$ cat src/shared/ssr_pkg.sv
// How it works
// - Active-low reset output falls as soon as supply is low or manual reset has been low for the filter time.
// - After both causes clear, the low output is held for the full timeout period.
// - The active-high output mirrors the active-low one with the same timing.
// - Manual reset held low keeps reset; the timeout restarts from its rising edge.
package ssr_pkg;

  // ----------------------------------------------------------------------
  // Timebase
  // ----------------------------------------------------------------------
  localparam int unsigned CLK_PERIOD_NS = 50;

  // Timeout periods in milliseconds, the minimum of each selectable range.
  localparam int unsigned TO_SHORT_MS = 10;
  localparam int unsigned TO_LONG_MS = 150;
  // A least time rounds up to whole cycles.
  localparam int unsigned TO_SHORT_CYC = (TO_SHORT_MS * 1000000 + CLK_PERIOD_NS - 1)
                                         / CLK_PERIOD_NS;
  localparam int unsigned TO_LONG_CYC = (TO_LONG_MS * 1000000 + CLK_PERIOD_NS - 1)
                                        / CLK_PERIOD_NS;

  // Glitch rejection of the manual reset input, in nanoseconds.
  localparam int unsigned MR_GLITCH_NS = 200;
  localparam int unsigned MR_FILT_CYC = (MR_GLITCH_NS + CLK_PERIOD_NS - 1) / CLK_PERIOD_NS;
  // Least low time that the manual reset source must give, in nanoseconds.
  localparam int unsigned MR_MIN_PULSE_NS = 1000;
  localparam int unsigned MR_MIN_PULSE_CYC = (MR_MIN_PULSE_NS + CLK_PERIOD_NS - 1)
                                             / CLK_PERIOD_NS;

  // ----------------------------------------------------------------------
  // Reset values and widths
  // ----------------------------------------------------------------------
  localparam logic RST_N_RESET = 1'h0;
  localparam int unsigned RESET_COUNT_W = 8;

  // ----------------------------------------------------------------------
  // Types
  // ----------------------------------------------------------------------
  typedef enum logic [1:0] {
    SSR_ASSERT = 2'h0,
    SSR_TIMING = 2'h1,
    SSR_RUN = 2'h3
  } ssr_state_t;

  typedef struct packed {
    logic rstN;
    logic rst;
  } ssr_rst_out_t;

  typedef struct packed {
    logic timing;
    logic causeSupply;
    logic causeManual;
    logic assertPulse;
    logic releasePulse;
    logic [RESET_COUNT_W-1:0] resetCount;
  } ssr_status_t;

endpackage : ssr_pkg

$ cat src/logic/ssr_reset_gen.sv
`timescale 1ns/1ps
module ssr_reset_gen #(
  parameter int unsigned TO_SHORT_CYC = ssr_pkg::TO_SHORT_CYC,
  parameter int unsigned TO_LONG_CYC = ssr_pkg::TO_LONG_CYC,
  parameter int unsigned FILT_CYC = ssr_pkg::MR_FILT_CYC
) (
  input wire logic clk,
  input wire logic sys_rst,
  input wire logic supplyLow,
  input wire logic manualResetN,
  input wire logic timeoutSelectIn,
  output ssr_pkg::ssr_rst_out_t rstOut,
  output ssr_pkg::ssr_status_t status
);
  import ssr_pkg::*;

  // ----------------------------------------------------------------------
  // Elaboration checks
  // ----------------------------------------------------------------------
  localparam int unsigned MAX_CYC = (TO_LONG_CYC > TO_SHORT_CYC) ? TO_LONG_CYC : TO_SHORT_CYC;
  localparam int unsigned CW = $clog2(MAX_CYC + 1);

  generate
    if (TO_SHORT_CYC < 1 || TO_LONG_CYC < 1) begin : g_bad_timeout
      $error("Timeout periods must be at least one cycle.");
    end
    if (CW > 32) begin : g_bad_width
      $error("Timeout counter wider than 32 bits is not supported.");
    end
  endgenerate

  localparam logic [CW-1:0] LIMIT_SHORT = CW'(TO_SHORT_CYC - 1);
  localparam logic [CW-1:0] LIMIT_LONG = CW'(TO_LONG_CYC - 1);
  localparam logic [RESET_COUNT_W-1:0] COUNT_MAX = '1;

  // ----------------------------------------------------------------------
  // Cause capture
  // ----------------------------------------------------------------------
  logic manualHeld;
  wire causeNow;
  wire causeSupply;
  wire causeManual;

  ssr_mr_filter #(
    .FILT_CYC(FILT_CYC)
  ) u_mr_filter (
    .clk(clk),
    .sys_rst(sys_rst),
    .pinN(manualResetN),
    .heldLow(manualHeld)
  );

  // The supply flag is not filtered: a brown-out must reach the output at once.
  assign causeSupply = supplyLow;
  assign causeManual = manualHeld;
  assign causeNow = causeSupply | causeManual;

  // ----------------------------------------------------------------------
  // Sequencer
  // ----------------------------------------------------------------------
  ssr_state_t state_r;
  ssr_state_t state_nxt;
  logic [CW-1:0] cnt_r;
  logic [CW-1:0] cnt_nxt;
  logic [CW-1:0] limit_r;
  logic [CW-1:0] limit_nxt;
  wire timeUp;
  wire enterTiming;
  wire [CW-1:0] limitSel;

  assign timeUp = (cnt_r == limit_r);
  assign enterTiming = (state_r == SSR_ASSERT) && !causeNow;
  assign limitSel = timeoutSelectIn ? LIMIT_LONG : LIMIT_SHORT;
  // The period is fixed when timing starts, so a late change of the select cannot cut it short.
  assign limit_nxt = enterTiming ? limitSel : limit_r;
  // Any new cause clears the count, so every release follows a full period.
  assign cnt_nxt = ((state_r == SSR_TIMING) && !causeNow) ? cnt_r + 1'b1 : '0;

  always_comb begin
    state_nxt = state_r;
    unique case (state_r)
      SSR_ASSERT: begin
        state_nxt = causeNow ? SSR_ASSERT : SSR_TIMING;
      end
      SSR_TIMING: begin
        if (causeNow) begin
          state_nxt = SSR_ASSERT;
        end else if (timeUp) begin
          state_nxt = SSR_RUN;
        end else begin
          state_nxt = SSR_TIMING;
        end
      end
      SSR_RUN: begin
        state_nxt = causeNow ? SSR_ASSERT : SSR_RUN;
      end
      default: begin
        state_nxt = SSR_ASSERT;
      end
    endcase
  end

  always_ff @(posedge clk or posedge sys_rst) begin
    if (sys_rst) begin
      state_r <= SSR_ASSERT;
    end else begin
      state_r <= state_nxt;
    end
  end

  always_ff @(posedge clk or posedge sys_rst) begin
    if (sys_rst) begin
      cnt_r <= '0;
    end else begin
      cnt_r <= cnt_nxt;
    end
  end

  always_ff @(posedge clk or posedge sys_rst) begin
    if (sys_rst) begin
      limit_r <= LIMIT_LONG;
    end else begin
      limit_r <= limit_nxt;
    end
  end

  // ----------------------------------------------------------------------
  // Reset outputs
  // ----------------------------------------------------------------------
  // Both polarities come from one flip-flop pair fed by the same next state,
  // so they can never disagree for a cycle.
  logic rstN_r;
  logic rst_r;
  wire released;

  assign released = (state_nxt == SSR_RUN);

  always_ff @(posedge clk or posedge sys_rst) begin
    if (sys_rst) begin
      rstN_r <= RST_N_RESET;
      rst_r <= ~RST_N_RESET;
    end else begin
      rstN_r <= released;
      rst_r <= ~released;
    end
  end

  assign rstOut.rstN = rstN_r;
  assign rstOut.rst = rst_r;

  // ----------------------------------------------------------------------
  // Status
  // ----------------------------------------------------------------------
  logic timing_r;
  logic causeSupply_r;
  logic causeManual_r;
  logic assertPulse_r;
  logic releasePulse_r;
  logic [RESET_COUNT_W-1:0] resetCount_r;
  wire newAssert;
  wire newRelease;
  wire [RESET_COUNT_W-1:0] resetCount_nxt;
  wire timing_nxt;
  wire causeSupply_nxt;
  wire causeManual_nxt;

  assign newAssert = rstN_r && !released;
  assign newRelease = !rstN_r && released;
  // The count saturates instead of wrapping, so a flapping supply reads as many resets.
  assign resetCount_nxt = (newAssert && resetCount_r != COUNT_MAX) ? resetCount_r + 1'b1
                                                                   : resetCount_r;
  assign timing_nxt = (state_nxt == SSR_TIMING);
  assign causeSupply_nxt = newAssert ? causeSupply : (causeSupply_r | (causeSupply && !released));
  assign causeManual_nxt = newAssert ? causeManual : (causeManual_r | (causeManual && !released));

  always_ff @(posedge clk or posedge sys_rst) begin
    if (sys_rst) begin
      timing_r <= 1'b0;
    end else begin
      timing_r <= timing_nxt;
    end
  end

  always_ff @(posedge clk or posedge sys_rst) begin
    if (sys_rst) begin
      causeSupply_r <= 1'b0;
    end else begin
      causeSupply_r <= causeSupply_nxt;
    end
  end

  always_ff @(posedge clk or posedge sys_rst) begin
    if (sys_rst) begin
      causeManual_r <= 1'b0;
    end else begin
      causeManual_r <= causeManual_nxt;
    end
  end

  always_ff @(posedge clk or posedge sys_rst) begin
    if (sys_rst) begin
      assertPulse_r <= 1'b0;
    end else begin
      assertPulse_r <= newAssert;
    end
  end

  always_ff @(posedge clk or posedge sys_rst) begin
    if (sys_rst) begin
      releasePulse_r <= 1'b0;
    end else begin
      releasePulse_r <= newRelease;
    end
  end

  always_ff @(posedge clk or posedge sys_rst) begin
    if (sys_rst) begin
      resetCount_r <= '0;
    end else begin
      resetCount_r <= resetCount_nxt;
    end
  end

  assign status.timing = timing_r;
  assign status.causeSupply = causeSupply_r;
  assign status.causeManual = causeManual_r;
  assign status.assertPulse = assertPulse_r;
  assign status.releasePulse = releasePulse_r;
  assign status.resetCount = resetCount_r;

endmodule : ssr_reset_gen

$ cat src/logic/ssr_mr_filter.sv
`timescale 1ns/1ps
module ssr_mr_filter #(
  parameter int unsigned FILT_CYC = ssr_pkg::MR_FILT_CYC
) (
  input wire logic clk,
  input wire logic sys_rst,
  input wire logic pinN,
  output logic heldLow
);
  import ssr_pkg::*;

  localparam int unsigned CW = $clog2(FILT_CYC + 1);
  localparam logic [CW-1:0] FILT_MAX = CW'(FILT_CYC);

  generate
    if (FILT_CYC < 1) begin : g_bad_filt
      $error("Filter length must be at least one cycle.");
    end
  endgenerate

  // ----------------------------------------------------------------------
  // Low-time qualifier
  // ----------------------------------------------------------------------
  logic [CW-1:0] lowCnt_r;
  logic [CW-1:0] lowCnt_nxt;
  logic heldLow_r;

  // A release is taken at once, so the timeout starts from the rising edge itself.
  assign lowCnt_nxt = pinN ? '0 : ((lowCnt_r == FILT_MAX) ? lowCnt_r : lowCnt_r + 1'b1);
  assign heldLow = heldLow_r;

  always_ff @(posedge clk or posedge sys_rst) begin
    if (sys_rst) begin
      lowCnt_r <= '0;
      heldLow_r <= 1'b0;
    end else begin
      lowCnt_r <= lowCnt_nxt;
      heldLow_r <= (lowCnt_nxt == FILT_MAX);
    end
  end

endmodule : ssr_mr_filter

$ cat config.mk
export PLATFORM = sky130hd
export DESIGN_NAME = ssr_reset_gen
export DESIGN_NICKNAME = d
export VERILOG_FILES = /design/src/shared/ssr_pkg.sv /design/src/logic/ssr_reset_gen.sv /design/src/logic/ssr_mr_filter.sv
export SDC_FILE = /design/constraint.sdc
export NUM_CORES = 1
export LEC_CHECK = 0
export BUFFER_PORTS_ARGS = -buffer_cell sky130_fd_sc_hd__buf_2
export CORE_ASPECT_RATIO = 0.75
export CORE_MARGIN = 1.5
export CORE_UTILIZATION = 45
export DETAILED_ROUTE_END_ITERATION = 10
export PLACE_DENSITY_LB_ADDON = 0.2
export SETUP_SLACK_MARGIN = 0.1
export SYNTH_ARGS = -nofsm -noshare
export SYNTH_HDL_FRONTEND = slang
export SYNTH_SLANG_ARGS = --single-unit
$ cat constraint.sdc
create_clock -name clk -period 4.75 [get_ports clk]
set_clock_uncertainty 0.1 [all_clocks]
set_input_delay 0.95 -clock clk [delete_from_list [all_inputs] [get_ports clk]]
set_output_delay 0.95 -clock clk [all_outputs]
set_load 0.02 [all_outputs]
==> impl_metrics.csv, run 1 <==
group,metric,value,unit
logic_synthesis,synth-compound-area-share,4.63,%
clocking,cts_resized,0,
sta,period_needed,3190,ps
logic_synthesis,ys_ff_latch,45,
placed_design,place_worst_setup_slack,1240,ps
floorplan,ios,20,
pwr,p_per_area,324,nW/um^2
global_routing,antenna_found_initial,0,
clocking,clock-root-buffer,"clkbuf_8",
route,top_layer,"met4",
cells_and_area,antenna_cells,0,
route,wl_met3,142,um
sta,setup_ws,1560,ps
route,drc,0,
logic_synthesis,synth_edf_count,0,
clocking,clock_path_buffers,2,
cells_and_area,multi_input_comb_area,880,um^2
sta,setup_viol,0,
cells_and_area,layout_common_cells,"dfrtp_1, nor2_1, buf_2",
worst_setup_path,cp-end-kind,"flop",
logic_synthesis,synth_area_per_cell,10.4,um^2
cells_and_area,area_delta_synth_final,9.79,%
floorplan,initial_core_util,47.2,%
logic_synthesis,synthDistinctLibCells,38,
sta,grt_setup_unrepaired,"false",
sta,tightestPinTransition,838,ps
logic_synthesis,synthCells,206,
logic_synthesis,netlist_area,2130,um^2
logic_synthesis,synth-adder-area-share,2.34,%
floorplan,die_x,82.5,um
global_routing,gr-total-overflow,0,
clocking,cts_sinks,45,
floorplan,dieHeight,62.6,um
worst_setup_path,critical_path_class,"in -> reg",
worst_setup_path,r2r-start,"u_mr_filter.heldLow$_DFF_PP0_",
clocking,h-tree-depth,2,
worst_setup_path,required,4840,ps
clocking,post_cts.repair.setup_buffers,0,
sta,drv_slew,0,
worst_setup_path,timing.critical_path.from,"supplyLow",
sta,period_share,67.2,%
route,ant_nets,0,
sta,setup-tns-final,0,ps
floorplan,dieArea,5170,um^2
run,cap_violations,0,
worst_setup_path,crit_family,"simple AND/OR/NAND/NOR gates",
route,wl,3.79,mm
floorplan,core_region_area,4520,um^2
cells_and_area,mostFrequentLayoutCell,"dfrtp_1",
logic_synthesis,synth.net_count,215,
route,drt-initial-drc-count,96,
worst_setup_path,arrival,3280,ps
worst_setup_path,worstPathBufferInverterCount,2,
worst_setup_path,critPathSlowestCell,"or4b_1",
cells_and_area,fin_nets,229,
worst_setup_path,crit_chain,"buf_2 -> or4b_1 -> a21oi_2 -> o2111ai_1 -> a211o_4 -> clkinv_4 -> nor3b_2 -> mux2_4",
logic_synthesis,synthFlopType,"dfrtp_1",
logic_synthesis,synth_top_family_by_area,"simple AND/OR/NAND/NOR gates",
placed_design,dp_hpwl,2.66,mm
global_routing,grt_max_degree,46,
clocking,cts_tree,"done",
clocking,cts_hold_buffers,0,
cells_and_area,num-fill-cells,435,
worst_setup_path,cp-start-kind,"primary input",
logic_synthesis,synth_area_leader_cell,"dfrtp_1",
cells_and_area,ff_latch_area,1130,um^2
logic_synthesis,synth-simple-area-share,22.5,%
route,wl_per_cell,13.6,um
logic_synthesis,ys_top_cells_by_area,"dfrtp_1, xor2_1, nor2_1",
worst_setup_path,worst-path-max-fanout,23,
sta,max_slew_margin,44.1,%
clocking,clk_pin_slew,80,ps
clocking,clk_latency,300,ps
logic_synthesis,ys_seq_area_share,52.9,%
route,dr_total_vias,1453,
logic_synthesis,synth-async-reset-ratio,100,%
global_routing,grt_use_total,17.4,%
logic_synthesis,yosys.area.top_type_share,50.4,%
pwr,p_leak,1.06,nW
placed_design,port_buffers,19,
sta,finalHoldViolCount,0,
logic_synthesis,yosys_warnings,0,
logic_synthesis,synth-xor-area-share,11.1,%
global_routing,grt_pass1_wl,6.56,mm
worst_hold_path,holdCritStartpoint,"causeManual_r$_DFF_PP0_",
route,viasPerCell,5.23,
floorplan,core.rowCount,21,
sta,max_freq,0.313,GHz
status,outcome,"finished, final reports clean",
pwr,peakVddDrop,151,uV
cells_and_area,layout-drive-gt1-share,15.4,%
clocking,cts-buffers-inserted,5,
worst_setup_path,cpPeakStageDelay,910,ps
route,wl_met1,2.03,mm
route,met2_length,1.57,mm
worst_hold_path,holdCritPathClass,"reg -> reg",
logic_synthesis,synth.area.mux_share,0.703,%
placed_design,place_congestion,0.795,
global_routing,grt_pass1_vias,1339,
route,first_pass_iters,4,
==> report_power, final <==
part	switching (mW)	internal, mW
registers	0.0136	0.399
logic	0.0369	0.0230
clock network	0.130	0.158
==> synth_stat cells (3+ instances only) <==
cell	count
and3_1	6
buf_4	7
clkbuf_1	5
dfrtp_1	43
ha_1	4
inv_1	11
nand2_1	11
nand3_1	9
nand4_1	9
nor2_1	29
nor3_1	7
nor4b_1	3
or3_1	3
xnor2_1	11
xor2_1	16
==> final timing paths <==
| check | to | slack (ps) | cells past startpoint |
|---|---|---|---|
| max reg2reg | resetCount_r[1]$_DFFE_PP0P_ | 1830 | 7 |
| max | resetCount_r[1]$_DFFE_PP0P_ | 1560 | 8 |
| min in group asynchronous | timing_r$_DFF_PP0_ | 670 | 3 |
| min | causeManual_r$_DFF_PP0_ | 380 | 1 |
| min reg2reg | causeManual_r$_DFF_PP0_ | 380 | 1 |
| max in group asynchronous | cnt_r[2]$_DFF_PP0_ | 3490 | 3 |
==> cell type report <==
class	instances	share of cell area, %
well taps	57	3.04
flip-flops and latches	45	48.2
clock inverters	2	1.66
multi-input cells	136	37.5
inverters	12	2.14
clock buffers	6	3.10
repair buffers	20	4.38
==> cell families after synthesis <==
| group | after synthesis |
|---|---|
| multiplexers | 1 |
| flip-flops | 45 |
| XOR/XNOR | 27 |
| AO/OA/AOI/OAI | 13 |
| AND/OR/NAND/NOR | 91 |
| buffers and inverters | 25 |
| adder cells (fa/ha/maj) | 4 |
==> worst reg2reg max path: cells and delay by family (launching register included) <==
kind                   cells  cell delay, ps
multiplexers               1             300
flip-flops                 1             470
AO/OA/AOI/OAI              3             830
AND/OR/NAND/NOR            2            1020
buffers and inverters      1              90
==> metrics by stage <==
stage / power [mW] / instances / cell area (um^2) / hold slack, ps / utilization, %
after detailed placement: 0.482 / 270 / 2230 / 363 / 49.4
after global placement: 0.481 / 270 / 2230 / 359 / 49.4
after CTS: 0.772 / 278 / 2340 / 383 / 51.9
after global routing: 0.803 / 278 / 2340 / 422 / 51.9
final: 0.760 / 278 / 2340 / 376 / 51.9
after floorplan: 0.467 / 206 / 2130 / 350 / -
==> per-layer routing <==
| layer | vias to the layer above | GRT usage, % |
|---|---|---|
| li1 | 723 | - |
| met1 | 701 | 27.0 |
| met2 | 24 | 21.6 |
| met3 | 5 | 7.01 |
| met4 | 0 | 5.00 |
| met5 | - | 0 |
==> flip-flops by register name (all words and copies together), names as in the netlist, 2 cells and up <==
signal                count
cnt_r                    22
resetCount_r              8
u_mr_filter.lowCnt_r      3
limit_r                   2
state_r                   2
Power figures use the tool's default switching activity.
==> run 2: changes to the inputs <==
- ABC_AREA: default -> 1
- clock period: 4.75 -> 3.3 ns (I/O delays scaled with it)
==> run 2 against run 1 <==
Compared with the run above:
- synthesized cell count grew 47%
- clock power increased by 52%
- combinational power increased by 44%
- critical path type unchanged
- largest cell class unchanged
- power increased by 46%
- non-clock buffer count is 1 lower
- core utilization increased by 0.65 points
- critical path depth grew 4
- highest routed layer unchanged
==> impl_metrics.csv, run 2 <==
group,metric,value,unit
cells_and_area,area_delta_synth_final,9.70,%
worst_setup_path,arrival,2190,ps
worst_hold_path,hold_depth,2,
worst_setup_path,crit_family,"simple AND/OR/NAND/NOR gates",
cells_and_area,largest_reg_flops,22,
floorplan,dieArea,5810,um^2
cells_and_area,fin_nets,328,
floorplan,ios,20,
cells_and_area,final_cell_area,2650,um^2
cells_and_area,layout-drive-gt1-share,14.1,%
logic_synthesis,synthCells,303,
cells_and_area,mostFrequentLayoutCell,"nand2_1",
worst_setup_path,cpPeakStageDelay,440,ps
worst_hold_path,holdCritPathClass,"reg -> reg",
floorplan,initial_core_util,47.9,%
run,cap_violations,0,
clocking,post_cts.repair.setup_buffers,0,
worst_setup_path,worstPathBufferInverterCount,2,
logic_synthesis,ys_seq_area_share,46.8,%
status,outcome,"finished, final reports clean",
logic_synthesis,synth_area_per_cell,7.96,um^2
worst_setup_path,critical_path_depth,12,
global_routing,grt_use_total,18.3,%
route,wl,4.69,mm
clocking,cts_sinks,45,
sta,drv_slew,0,
worst_setup_path,worst-path-max-fanout,14,
global_routing,grt_pass1_vias,1725,
clocking,cts_resized,0,
placed_design,dpl_cell_area,2520,um^2
logic_synthesis,synthDistinctLibCells,30,
global_routing,gr-total-overflow,0,
logic_synthesis,synth_area_leader_cell,"dfrtp_1",
pwr,seq_power_share,52.8,%
placed_design,place_congestion,0.831,
cells_and_area,antenna_cells,0,
worst_setup_path,reg2regPathDepth,11,
logic_synthesis,yosysMostFrequentCell,"nand2_1",
floorplan,core.rowCount,22,
sta,holdWs,360,ps
worst_setup_path,critical_path_class,"in -> reg",
sta,grt_setup_unrepaired,"false",
worst_setup_path,cp-end-kind,"flop",
global_routing,antenna_found_initial,0,
logic_synthesis,synth-async-reset-ratio,100,%
clocking,clock_path_buffers,2,
pwr,power.internal,0.847,mW
global_routing,grt_max_degree,46,
route,viasPerCell,4.89,
floorplan,core_region_area,5040,um^2
clocking,cts_hold_buffers,0,
route,first_pass_iters,8,
sta,setup_viol,0,
clocking,cts-buffers-inserted,5,
logic_synthesis,netlist_area,2410,um^2
pwr,p_total,1.11,mW
route,wl_per_cell,12.0,um
floorplan,dieHeight,66.4,um
cells_and_area,layout_common_cells,"nand2_1, dfrtp_1, inv_1",
cells_and_area,final_cells,392,
worst_setup_path,critPathSlowestCell,"nor2_2",
sta,finalHoldViolCount,0,
worst_setup_path,cp-start-kind,"primary input",
clocking,clk_pin_slew,90,ps
cells_and_area,regMostFlops,"cnt_r",
clocking,clk_latency,290,ps
pwr,peakVddDrop,219,uV
pwr,p_leak,1.27,nW
sta,period_needed,2050,ps
cells_and_area,reg_top3,"cnt_r x22, resetCount_r x8, u_mr_filter.lowCnt_r x3",
pwr,total_switching_power,0.266,mW
logic_synthesis,synth.net_count,312,
sta,tightestPinTransition,903,ps
worst_setup_path,crit_chain,"buf_2 -> inv_1 -> nand2_1 -> nor2_2 -> nand2_1 -> nor2_1 -> nand3_1 -> nand2_2 -> nand2_4 -> nand3_2 -> nand2_1 -> nand2_1",
worst_setup_path,required,3440,ps
pwr,clkPwrFrac,39.4,%
placed_design,dp_hpwl,3.38,mm
route,dr_total_vias,1916,
logic_synthesis,yosys_warnings,0,
pwr,p_per_area,421,nW/um^2
sta,max_slew_margin,39.7,%
sta,period_share,62.2,%
clocking,clock-root-buffer,"clkbuf_8",
sta,setup-tns-final,0,ps
logic_synthesis,ys_top_cells_by_area,"dfrtp_1, nand2_1, inv_1",
pwr,p_comb_share,7.7,%
global_routing,grt_pass1_wl,8.16,mm
route,drt-initial-drc-count,110,
pwr,sw_frac_of_total,23.9,%
clocking,h-tree-depth,2,
route,ant_nets,0,
floorplan,die_x,87.5,um
logic_synthesis,synth_edf_count,0,
worst_setup_path,crit_top_cell,"nand2_1",
placed_design,port_buffers,19,
route,drc,0,
logic_synthesis,synthFlopType,"dfrtp_1",
logic_synthesis,yosys-top-cells-count,"nand2_1, dfrtp_1, inv_1",
logic_synthesis,yosys.area.top_type_share,44.6,%
logic_synthesis,ys_ff_latch,45,
clocking,cts_tree,"done",
placed_design,dp_cells,384,
sta,max_freq,0.487,GHz
[run 2: kinds of logic after synthesis]
family	synth area share [%]
buffers and inverters	9.34
XOR/XNOR	3.63
AND/OR/NAND/NOR	32.5
AO/OA/AOI/OAI	5.60
flip-flops	46.8
adder cells (fa/ha/maj)	2.08
[run 2: final timing paths]
check | from | end | slack [ps]
setup reg to reg | state_r[1]$_DFF_PP0_ | resetCount_r[7]$_DFFE_PP0P_ | 1330
max in group asynchronous | sys_rst | cnt_r[2]$_DFF_PP0_ | 2070
hold / removal | u_mr_filter.heldLow$_DFF_PP0_ | causeManual_r$_DFF_PP0_ | 360
hold reg to reg | u_mr_filter.heldLow$_DFF_PP0_ | causeManual_r$_DFF_PP0_ | 360
setup / recovery | supplyLow | resetCount_r[7]$_DFFE_PP0P_ | 1250
min in group asynchronous | sys_rst | cnt_r[19]$_DFF_PP0_ | 450
[run 2: final cells by class]
cell class                      instances  area [um^2]
Multi-Input combinational cell        207         1060
Tap cell                               72         90.1
Clock buffer                            6         82.6
Timing Repair Buffer                   19         95.1
Clock inverter                          2         37.5
Inverter                               41          154
Sequential cell                        45         1130
Fill cell                             490         2390
[run 2: worst min-delay path, stage by stage, from the launching register on]
cell and delay, ps:
dfrtp_1 330, inv_1 50, nand2_1 60
[run 2: metal layers]
| metal | up-vias | track usage [%] | part of all wire (%) |
|---|---|---|---|
| met5 | - | 0 | 0 |
| met3 | 4 | 4.24 | 4.2 |
| li1 | 994 | - | - |
| met4 | 0 | 4.76 | 0.58 |
| met1 | 878 | 27.6 | 54 |
| met2 | 40 | 26.0 | 41 |
[run 2: per-stage QoR]
| step | util [%] | setup WS, ps |
|---|---|---|
| global route | 52.5 | 1010 |
| detailed placement | 50.1 | 915 |
| global placement | 50.1 | 995 |
| finish | 52.5 | 1250 |
| CTS | 52.5 | 1230 |
| floorplan | - | 1480 |
[run 2: power by group through the flow]
stage / logic (mW) / registers, mW / clock network, mW
after floorplan: 0.0699 / 0.595 / 0
after global placement: 0.0866 / 0.599 / 0
after detailed placement: 0.0877 / 0.599 / 0
after CTS: 0.0882 / 0.588 / 0.447
after global routing: 0.102 / 0.591 / 0.467
final: 0.0861 / 0.588 / 0.439
==> run 3: changes to the inputs <==
- ABC_AREA: 1 -> 0
- clock period: 3.3 -> 2.05 ns (I/O delays scaled with it)
==> run 3 against run 2 <==
Compared with the run above:
- critical endpoint is now resetCount_r[1]$_DFFE_PP0P_
- combinational power grew 120%
- non-clock buffer count grew 35
- core utilization grew 5.6 points
- the flow now finishes with violations (negative setup slack)
- highest routed layer unchanged
- sequential power grew 61%
==> impl_metrics.csv, run 3 (synthesized netlist as in run 1, its figures left out) <==
group,metric,value,unit
worst_hold_path,holdCritPathClass,"in -> reg",
global_routing,grt_pass1_wl,6.93,mm
floorplan,die_x,82.5,um
cells_and_area,regMostFlops,"cnt_r",
cells_and_area,area_delta_synth_final,23.0,%
sta,finalHoldViolCount,0,
global_routing,antenna_found_initial,0,
route,wl_met1,2.24,mm
pwr,p_per_area,633,nW/um^2
sta,drv_slew,0,
route,met2_length,1.63,mm
placed_design,place_worst_setup_slack,-303,ps
route,first_pass_iters,4,
placed_design,dp_cells,301,
worst_setup_path,cpPeakStageDelay,520,ps
cells_and_area,mostFrequentLayoutCell,"dfrtp_1",
sta,max_freq,0.439,GHz
floorplan,ios,20,
cells_and_area,layout_common_cells,"dfrtp_1, buf_4, nor2_1",
worst_setup_path,critical_path_class,"reg -> reg",
cells_and_area,antenna_cells,0,
floorplan,core_region_area,4520,um^2
clocking,h-tree-depth,2,
placed_design,port_buffers,19,
status,outcome,"complete, but fails checks",
pwr,peakVddDrop,398,uV
sta,setup_ws,-230,ps
global_routing,gr-total-overflow,0,
worst_setup_path,cp-start-kind,"flop",
clocking,cts_tree,"done",
sta,period_share,111,%
worst_setup_path,worst-path-max-fanout,5,
worst_setup_path,required,2130,ps
worst_setup_path,arrival,2360,ps
route,viasPerCell,5.07,
cells_and_area,layout-drive-gt1-share,29.4,%
sta,grt_setup_unrepaired,"true",
route,top_layer,"met4",
placed_design,dp_hpwl,3.01,mm
cells_and_area,num-fill-cells,399,
floorplan,dieArea,5170,um^2
sta,setup_viol,13,
route,wl_met3,197,um
route,drt-initial-drc-count,128,
worst_setup_path,cp-end-kind,"flop",
sta,period_needed,2280,ps
cells_and_area,reg_top3,"cnt_r x22, resetCount_r x8, u_mr_filter.lowCnt_r x3",
floorplan,core.rowCount,21,
global_routing,grt_use_total,18.0,%
route,drc,0,
worst_setup_path,crit_family,"simple AND/OR/NAND/NOR gates",
global_routing,grt_max_degree,30,
clocking,clock_path_buffers,2,
sta,max_slew_margin,67.2,%
worst_setup_path,regToRegSetupSlack,-230,ps
route,wl,4.11,mm
route,dr_total_vias,1583,
pwr,p_leak,1.23,nW
sta,tightestPinTransition,487,ps
cells_and_area,final_cells,312,
route,wl_per_cell,13.2,um
clocking,cts_sinks,45,
floorplan,initial_core_util,47.2,%
cells_and_area,largest_reg_flops,22,
worst_setup_path,crit_chain,"buf_4 -> or4_4 -> nor2_1 -> o2111ai_2 -> a211o_4 -> clkinv_4 -> nor3b_4 -> mux2_4",
clocking,clk_pin_slew,80,ps
cells_and_area,fin_nets,263,
clocking,clock-root-buffer,"clkbuf_8",
clocking,cts-buffers-inserted,5,
worst_setup_path,worstPathBufferInverterCount,2,
global_routing,grt_pass1_vias,1479,
status,violations,"negative setup slack",
clocking,clk_latency,290,ps
route,ant_nets,0,
placed_design,place_congestion,0.827,
worst_setup_path,critPathSlowestCell,"or4_4",
floorplan,dieHeight,62.6,um
run,cap_violations,0,
==> run 3: area by class of cell <==
type / instances / area (um^2) / area share, %
inverters: 12 / 50.0 / 1.91
clock buffers: 6 / 72.6 / 2.76
well taps: 57 / 71.3 / 2.72
repair buffers: 54 / 377 / 14.3
flip-flops and latches: 45 / 1130 / 43.0
multi-input cells: 136 / 917 / 34.9
clock inverters: 2 / 10.0 / 0.381
==> run 3: final timing paths <==
path | start | endpoint | cells after the start
worst max-delay path | limit_r[19]$_DFFE_PP1P_ | resetCount_r[1]$_DFFE_PP0P_ | 8
worst min-delay path | manualResetN | u_mr_filter.lowCnt_r[1]$_DFF_PP0_ | 2
worst max register to register | limit_r[19]$_DFFE_PP1P_ | resetCount_r[1]$_DFFE_PP0P_ | 8
worst min register to register | causeSupply_r$_DFF_PP0_ | causeSupply_r$_DFF_PP0_ | 1
max in group asynchronous | sys_rst | rst_r$_DFF_PP1_ | 4
min in group asynchronous | sys_rst | u_mr_filter.lowCnt_r[0]$_DFF_PP0_ | 3
==> run 3: layer usage <==
| metal | vias to the layer above | global-route usage (%) |
|---|---|---|
| li1 | 791 | - |
| met1 | 754 | 28.2 |
| met2 | 31 | 23.4 |
| met3 | 7 | 5.40 |
| met4 | 0 | 5.42 |
| met5 | - | 0 |
==> run 3: power breakdown <==
part	internal, mW	switching (mW)	total, mW
Sequential	0.924	0.0231	0.947
Combinational	0.0861	0.102	0.188
Clock	0.237	0.290	0.527
==> run 3: per-stage QoR <==
| stage | total power [mW] | utilization (%) | instance area, um^2 | TNS (ps) | hold slack, ps |
|---|---|---|---|---|---|
| 6_report | 1.66 | 58.1 | 2630 | -1770 | 201 |
| 5_1_grt | 1.75 | 58.1 | 2630 | -2560 | 204 |
| 4_1_cts | 1.68 | 57.7 | 2610 | -1800 | 192 |
| 3_5_place_dp | 1.15 | 54.8 | 2480 | -2540 | 311 |
| 3_3_place_gp | 1.14 | 54.8 | 2480 | -2250 | 306 |
| 2_1_floorplan | 1.08 | - | 2130 | -920 | 350 |
==> run 3: what timing repair did <==
action | in CTS | in global routing
hold buffers | 1 | 0
buffers inserted | 2 | 0
setup endpoints to repair | 15 | 17
endpoints found under the hold margin | 16 | 0
pin swaps | 2 | 2
resized for setup | 5 | 4
